==> config.mk <==
export PLATFORM = sky130hd
export DESIGN_NAME = port_m_pin_config
export DESIGN_NICKNAME = d
export VERILOG_FILES = /design/src/logic/port_m_pin_config.v
export VERILOG_INCLUDE_DIRS = /design/src /design/src/logic
export SDC_FILE = /design/constraint.sdc
export NUM_CORES = 1
export LEC_CHECK = 0
export ABC_AREA = 1
export BUFFER_PORTS_ARGS = -buffer_cell sky130_fd_sc_hd__buf_2
export CAP_MARGIN = 20
export CORE_MARGIN = 5
export CORE_UTILIZATION = 51
export CTS_CLUSTER_SIZE = 14
export DETAILED_ROUTE_END_ITERATION = 7
export MAX_ROUTING_LAYER = met4
export PLACE_DENSITY = 0.8
export SYNTH_ARGS = -nofsm -noshare
export SYNTH_HDL_FRONTEND = slang
export SYNTH_SLANG_ARGS = --single-unit
==> constraint.sdc <==
create_clock -name pclk -period 1.75 [get_ports pclk]
set_input_delay 0.0875 -clock pclk [delete_from_list [all_inputs] [get_ports pclk]]
set_output_delay 0.0875 -clock pclk [all_outputs]
set_load 0.03 [all_outputs]
==> src/logic/port_m_defines.vh <==
// constants for the port m pin configuration block
`ifndef PORT_M_DEFINES_VH
`define PORT_M_DEFINES_VH

// ----------------------------------------------------------------------
// register byte offsets
// ----------------------------------------------------------------------
`define PM_OFS_OUTPUT_LATCH   12'h000
`define PM_OFS_PIN_LEVEL      12'h004
`define PM_OFS_PIN_DIRECTION  12'h008
`define PM_OFS_DRIVE_SELECT   12'h00c
`define PM_OFS_PULL_ENABLE    12'h010
`define PM_OFS_PULL_POLARITY  12'h014
`define PM_OFS_OPEN_DRAIN     12'h018

// ----------------------------------------------------------------------
// field layout and reset values
// ----------------------------------------------------------------------
`define PM_PIN_COUNT          6
`define PM_IMPL_MASK          8'h3f
`define PM_SPI_PIN_LO         2
`define PM_SPI_PIN_HI         5
`define PM_CAN_TX_PIN         1
`define PM_CAN_RX_PIN         0
`define PM_RESET_CONFIG       8'h00

`endif

==> src/logic/port_m_pin_config.v <==
// port m pin configuration: direction, drive, pull and apb registers
//
// Local design decisions: the address map and the APB interface to the registers.
`timescale 1ns/100ps
`include "port_m_defines.vh"
`default_nettype none

module port_m_pin_config
(
	input  wire        pclk,
	input  wire        presetn,
	input  wire        psel,
	input  wire        penable,
	input  wire        pwrite,
	input  wire [11:0] paddr,
	input  wire [31:0] pwdata,
	output reg  [31:0] prdata,
	output reg         pready,
	output reg         pslverr,
	input  wire        spi_enable,
	input  wire [5:2]  spi_dir_out,
	input  wire [5:2]  spi_data_out,
	input  wire        can_enable,
	input  wire        can_transmit_data,
	input  wire [5:0]  pin_in,
	output reg  [5:0]  pin_out,
	output reg  [5:0]  pin_oe_n,
	output reg  [5:0]  pin_level,
	output reg  [5:0]  pin_reduced_drive,
	output reg  [5:0]  pin_pull_enable,
	output reg  [5:0]  pin_pull_down
);

// ----------------------------------------------------------------------
// helpers
// ----------------------------------------------------------------------
// bits 7..6 are not built, so only the low six bits of these matter
localparam [7:0] impl_mask    = `PM_IMPL_MASK;
localparam [7:0] reset_config = `PM_RESET_CONFIG;

function [5:0] impl_bits;
	input [31:0] data;
	begin
		impl_bits = data[5:0] & impl_mask[5:0];
	end
endfunction

function [31:0] read_word;
	input [5:0] data;
	begin
		read_word = {26'h0, data};
	end
endfunction

// output bits read back the latch, input bits the synchronised pad
function [5:0] data_view;
	input [5:0] latch;
	input [5:0] pad;
	input [5:0] dir;
	begin
		data_view = (latch & dir) | (pad & ~dir);
	end
endfunction

// one decoder serves writes and the error flag, so they cannot disagree
function reg_mapped;
	input [11:0] addr;
	begin
		case (addr)
			`PM_OFS_OUTPUT_LATCH,
			`PM_OFS_PIN_LEVEL,
			`PM_OFS_PIN_DIRECTION,
			`PM_OFS_DRIVE_SELECT,
			`PM_OFS_PULL_ENABLE,
			`PM_OFS_PULL_POLARITY,
			`PM_OFS_OPEN_DRAIN:
				reg_mapped = 1'b1;
			default:
				reg_mapped = 1'b0;
		endcase
	end
endfunction

// ----------------------------------------------------------------------
// configuration registers
// ----------------------------------------------------------------------
reg  [5:0] port_output_latch;
reg  [5:0] pin_direction;
reg  [5:0] drive_strength_select;
reg  [5:0] pull_device_enable;
reg  [5:0] pull_polarity_select;
reg  [5:0] open_drain_select;

// pins are asynchronous to pclk; only pin_sync2 is read by logic
reg  [5:0] pin_sync1;
reg  [5:0] pin_sync2;

// ----------------------------------------------------------------------
// apb handshake
// ----------------------------------------------------------------------

wire       setup_phase;
wire       write_access;

assign setup_phase  = psel & ~penable;
assign write_access = psel & penable & pwrite & pready
	& reg_mapped(paddr);

// ----------------------------------------------------------------------
// pin input synchroniser
// ----------------------------------------------------------------------

always @(posedge pclk or negedge presetn)
begin
	if (!presetn)
	begin
		pin_sync1 <= 6'h00;
		pin_sync2 <= 6'h00;
	end
	else
	begin
		pin_sync1 <= pin_in;
		pin_sync2 <= pin_sync1;
	end
end

// writes land in the access cycle, the only edge where psel and penable are both high
always @(posedge pclk or negedge presetn)
begin
	if (!presetn)
	begin
		port_output_latch     <= reset_config[5:0];
		pin_direction         <= reset_config[5:0];
		drive_strength_select <= reset_config[5:0];
		pull_device_enable    <= reset_config[5:0];
		pull_polarity_select  <= reset_config[5:0];
		open_drain_select     <= reset_config[5:0];
	end
	else if (write_access)
	begin
		case (paddr)
			`PM_OFS_OUTPUT_LATCH:
				port_output_latch <= impl_bits(pwdata);
			`PM_OFS_PIN_DIRECTION:
				pin_direction <= impl_bits(pwdata);
			`PM_OFS_DRIVE_SELECT:
				drive_strength_select <= impl_bits(pwdata);
			`PM_OFS_PULL_ENABLE:
				pull_device_enable <= impl_bits(pwdata);
			`PM_OFS_PULL_POLARITY:
				pull_polarity_select <= impl_bits(pwdata);
			`PM_OFS_OPEN_DRAIN:
				open_drain_select <= impl_bits(pwdata);
			default:
				port_output_latch <= port_output_latch;
		endcase
	end
end

// ----------------------------------------------------------------------
// pin ownership and effective direction
// ----------------------------------------------------------------------
reg  [5:0] next_dir_out;
reg  [5:0] next_data;

// overrides only steer the pin; the stored direction bits stay as written
always @*
begin
	next_dir_out = pin_direction;
	next_data    = port_output_latch;
	if (spi_enable)
	begin
		next_dir_out[5:2] = spi_dir_out;
		next_data[5:2]    = spi_data_out;
	end
	if (can_enable)
	begin
		next_dir_out[`PM_CAN_TX_PIN] = 1'b1;
		next_data[`PM_CAN_TX_PIN]    = can_transmit_data;
		next_dir_out[`PM_CAN_RX_PIN] = 1'b0;
	end
end

// ----------------------------------------------------------------------
// output buffer, drive strength and pull device
// ----------------------------------------------------------------------
reg  [5:0] next_oe_n;
reg  [5:0] next_reduced;
reg  [5:0] next_pull_en;
reg  [5:0] next_pull_down;

// wired-and releases a one so other drivers on the net can win
always @*
begin
	next_oe_n = ~(next_dir_out & (~open_drain_select | ~next_data));
end

// whichever function owns the pin, the drive bit applies while its effective direction is output, even when open drain releases it
always @*
begin
	next_reduced = drive_strength_select & next_dir_out;
end

// can receive cannot be pulled down while the controller is active
always @*
begin
	next_pull_en   = pull_device_enable
		& (~next_dir_out | open_drain_select);
	next_pull_down = pull_polarity_select;
	if (can_enable & pull_polarity_select[`PM_CAN_RX_PIN])
		next_pull_en[`PM_CAN_RX_PIN] = 1'b0;
end

always @(posedge pclk or negedge presetn)
begin
	// pads leave reset released, so nothing fights the board
	if (!presetn)
	begin
		pin_out           <= 6'h00;
		pin_oe_n          <= 6'h3f;
		pin_level         <= 6'h00;
		pin_reduced_drive <= 6'h00;
		pin_pull_enable   <= 6'h00;
		pin_pull_down     <= 6'h00;
	end
	else
	begin
		pin_out           <= next_data;
		pin_oe_n          <= next_oe_n;
		pin_level         <= pin_sync2;
		pin_reduced_drive <= next_reduced;
		pin_pull_enable   <= next_pull_en;
		pin_pull_down     <= next_pull_down;
	end
end

// ----------------------------------------------------------------------
// apb read path
// ----------------------------------------------------------------------
reg  [31:0] next_rdata;
reg         next_err;

// data register shows the latch for output bits, the pin for inputs
always @*
begin
	next_rdata = 32'h00000000;
	next_err   = ~reg_mapped(paddr);
	case (paddr)
		`PM_OFS_OUTPUT_LATCH:
			next_rdata = read_word(data_view(port_output_latch,
				pin_sync2, pin_direction));
		`PM_OFS_PIN_LEVEL:
			next_rdata = read_word(pin_sync2);
		`PM_OFS_PIN_DIRECTION:
			next_rdata = read_word(pin_direction);
		`PM_OFS_DRIVE_SELECT:
			next_rdata = read_word(drive_strength_select);
		`PM_OFS_PULL_ENABLE:
			next_rdata = read_word(pull_device_enable);
		`PM_OFS_PULL_POLARITY:
			next_rdata = read_word(pull_polarity_select);
		`PM_OFS_OPEN_DRAIN:
			next_rdata = read_word(open_drain_select);
		default:
			next_rdata = 32'h00000000;
	endcase
end

// answer is prepared in the setup cycle so the access phase needs no wait
always @(posedge pclk or negedge presetn)
begin
	if (!presetn)
	begin
		prdata  <= 32'h00000000;
		pready  <= 1'b0;
		pslverr <= 1'b0;
	end
	else
	begin
		pready <= 1'b1;
		if (setup_phase)
		begin
			prdata  <= pwrite ? 32'h00000000 : next_rdata;
			pslverr <= next_err;
		end
	end
end

endmodule

`default_nettype wire

==> impl_summary.txt <==
----------------------------------------------------
[Run status]
  Run status ... finished clean

[Cells and area]
  Count of inserted antenna diode cells ... 0
  Final layout net count ... 609
  Fin cells ... 650
  Number of filler cells placed in the layout ... around 660
  Share of cells above drive strength 1 ... 28.5%
  Area Growth Syn to Fin ... 19.8%

[Clocking]
  Total clock buffers created by CTS ... 9
  CTS tree ... built
  Largest buffer count on any clock path ... 2
  Depth of the CTS H-tree ... 3
  Clock slew seen by the registers of the worst setup and hold paths ... 80 ps
  Total of hold buffers inserted after clock tree synthesis ... 9
  Clock root buffer ... sky130_fd_sc_hd__clkbuf_8
  Post-cts resize count ... 0
  Skew-Pair Late Insertion Delay ... around 360 ps
  Number of buffers inserted by post-CTS setup repair ... 0
  TritonCTS Sinks ... 92

[Logic synthesis]
  Synth warn ... 0
  Share of flip-flops with an asynchronous set or reset ... between 90% and 100%
  Sequential area share after synthesis ... 56.0%
  Area share of the largest cell type after synthesis ... 52.1%
  Top cells by area, synth ... sky130_fd_sc_hd__dfrtp_1 (52%), sky130_fd_sc_hd__nand2_1 (9.0%), sky130_fd_sc_hd__buf_4 (4.7%)
  Number of standard cells after synthesis ... 439
  Number of flip-flops and latches in the synthesized netlist ... 92
  Top cell types by occurrence after synthesis ... sky130_fd_sc_hd__nand2_1 (99), sky130_fd_sc_hd__dfrtp_1 (86), sky130_fd_sc_hd__inv_1 (49)
  Post-synth EDFFs ... 0
  Avg Cell Area, Syn ... 9.40 sq um
  Count of different cell masters after synthesis ... 29
  Most numerous cell in the Yosys netlist ... sky130_fd_sc_hd__nand2_1
  Top flip-flop cell by instance count after synthesis ... sky130_fd_sc_hd__dfrtp_1
  Largest area contributor in the netlist ... sky130_fd_sc_hd__dfrtp_1
  Cell Area, Synth ... 4130 sq um

[STA]
  Slew Viols, Final ... 0
  # setup viols final ... 0
  Clk_skew ... 6.96 ps
  Sum of negative setup slack ... 0 ps
  Setup repair after global routing missed its margin ... no
  Ratio of final minimum period to clock period ... 74.7%
  Fmax ... 765 MHz
  Clock period minus final worst setup slack ... 1310 ps
  Final Hold Viols ... 0

[Floorplanning]
  Num ports ... about 140
  Die extent in y ... approximately 100 um
  Die Footprint ... roughly 10000 sq um
  FP Rows ... 32
  Effective utilization at floorplan ... 52.9%
  Die Wd ... 100 um
  Area of the placeable core ... 7810 sq um

[Power]
  Seq pwr share ... ~50%
  Worst IR Drop VDD ... 0.000559 V
  Switch share ... between 20% and 30%
  Power share of the combinational group ... 8.3%
  Clock share of power ... 42.0%
  Power per cell area ... 885 nW/um^2
  Leakage power figure ... 2.65 nW
  Cell Int Power ... between 3 and 4 mW
  Switching power ... 0.986 mW

[Min path]
  Min-Delay Path Class ... in2reg
  Cell count of the worst hold path ... 4

[Global routing]
  First-pass GRT wire length ... between 15 and 20 mm
  Pin count of the biggest net entering global routing ... 38
  Antenna violations before repair ... 0
  Vias in the first global route ... 3338
  Remaining Overflow, GRT ... 0
  Total Routing Usage GR ... 20.3%

[Detailed routing]
  Via count ... 3169
  Detailed router's first-iteration violation count ... 176
  Routed Antenna Nets ... 0
  Drt drc ... 0
  Final routed wire length divided by cell count ... ~14 um
  Via-per-instance ratio ... 4.88
  First-pass detailed-route iteration total ... 4
  Post-Route WL ... slightly above 9 mm

[Worst setup path]
  Signal arrival time at the worst endpoint ... 1560 ps
  Maximum fanout along the worst path ... 12
  Crit path kind ... reg2reg
  Worst r2r path cells ... 6
  Kind of end point of the critical path ... flip-flop
  Data required time of the critical path ... 2000 ps
  Startpoint kind of the worst setup timing path ... flip-flop

[Place]
  Number of buffers inserted by port buffering ... 83
  Last weighted congestion value of the routability-driven placer ... 0.889
  Cell count after placement ... 625
  Final HPWL from detailed placement ... 6.61 mm

[Job]
  Max cap viols ... 0

----------------------------------------------------
## per-layer routing
| layer | routed length (um) | share of wire, % | global-route usage, % | vias to the layer above |
|---|---|---|---|---|
| met3 | 743 | 8.0 | 4.52 | 22 |
| met5 | 0 | 0 | - | - |
| met2 | 4550 | 49 | 32.9 | 120 |
| met1 | 3710 | 40 | 24.5 | 1495 |
| li1 | - | - | - | 1532 |
| met4 | 227 | 2.5 | 8.82 | 0 |
## cell usage in the layout (no fill, tap or decap), drive strengths merged
cell         netlist  layout
conb               2      27
nor3               4       4
buf               36      96
a21oi              3       3
o21ai             50      50
and2               1       1
nor2              37      37
dlygate4sd3        0       9
nand3             42      42
inv               53      53
o21a               4       4
clkbuf             1      12
nand2            106     106
mux2i              6       6
a21o               2       2
dfrtp             86      86
bufinv             0       4
dfstp              6       6
## final cells by class
cell class	count	area (sq um)	area share (%)
timing repair buffer	105	618	12.5
inverter	53	199	4.02
tap	102	128	2.58
clock inverter	4	120	2.43
clock buffer	12	145	2.93
sequential	92	2310	46.7
multi-input combinational	282	1430	28.8
## per-stage QoR
stage	power, mW	util [%]	cell area [sq um]	hold slack (ps)	setup WS [ps]
after floorplan	2.46	-	4220	-208	236
final	4.38	63.3	4950	17.6	442
after global placement	2.56	58.8	4590	77.8	166
after global routing	4.52	63.3	4950	28.9	282
after CTS	4.41	63.3	4950	8.68	430
after detailed placement	2.57	58.8	4590	79.4	78.8
## worst max-delay path: stages (launching register included)
cell and delay [ps]:
sky130_fd_sc_hd__dfrtp_1 350, sky130_fd_sc_hd__nand2_1 50, sky130_fd_sc_hd__nor2_1 100, sky130_fd_sc_hd__buf_4 180, sky130_fd_sc_hd__nand3_2 280, sky130_fd_sc_hd__nand2_1 170, sky130_fd_sc_hd__o21ai_2 60
## power by group through the flow
| stage | logic [mW] | clock network (mW) | registers, mW |
|---|---|---|---|
| 2_1_floorplan | 0.195 | 0 | 2.27 |
| 3_5_place_dp | 0.346 | 0 | 2.22 |
| 3_3_place_gp | 0.339 | 0 | 2.22 |
| 5_1_grt | 0.397 | 1.94 | 2.18 |
| 4_1_cts | 0.363 | 1.87 | 2.18 |
| 6_report | 0.361 | 1.84 | 2.18 |
## final timing paths
| check | from | to | slack (ps) |
|---|---|---|---|
| max in group asynchronous | presetn | pin_oe_n[5]$_DFF_PN1_ | 880 |
| min in group asynchronous | presetn | pin_sync1[1]$_DFF_PN0_ | 230 |
| worst min register to register | pin_sync1[3]$_DFF_PN0_ | pin_sync2[3]$_DFF_PN0_ | 350 |
| worst max-delay path | pready$_DFF_PN0_ | next_pull_down[4]$_DFFE_PN0P_ | 440 |
| worst min-delay path | pwrite | prdata[0]$_DFFE_PN0P_ | 20 |
| worst max register to register | pready$_DFF_PN0_ | next_pull_down[4]$_DFFE_PN0P_ | 440 |
## cells by family (layout without fill, tap and decap cells)
logic type	count (synthesis)	count (layout)	synth area share (%)
AO/OA/AOI/OAI	59	59	8.70
buffers and inverters	90	174	11.8
flip-flops	92	92	56.0
multiplexers	6	6	1.46
other	2	27	0.182
AND/OR/NAND/NOR	190	190	21.9
No activity file was read; power rests on OpenSTA's default activity.
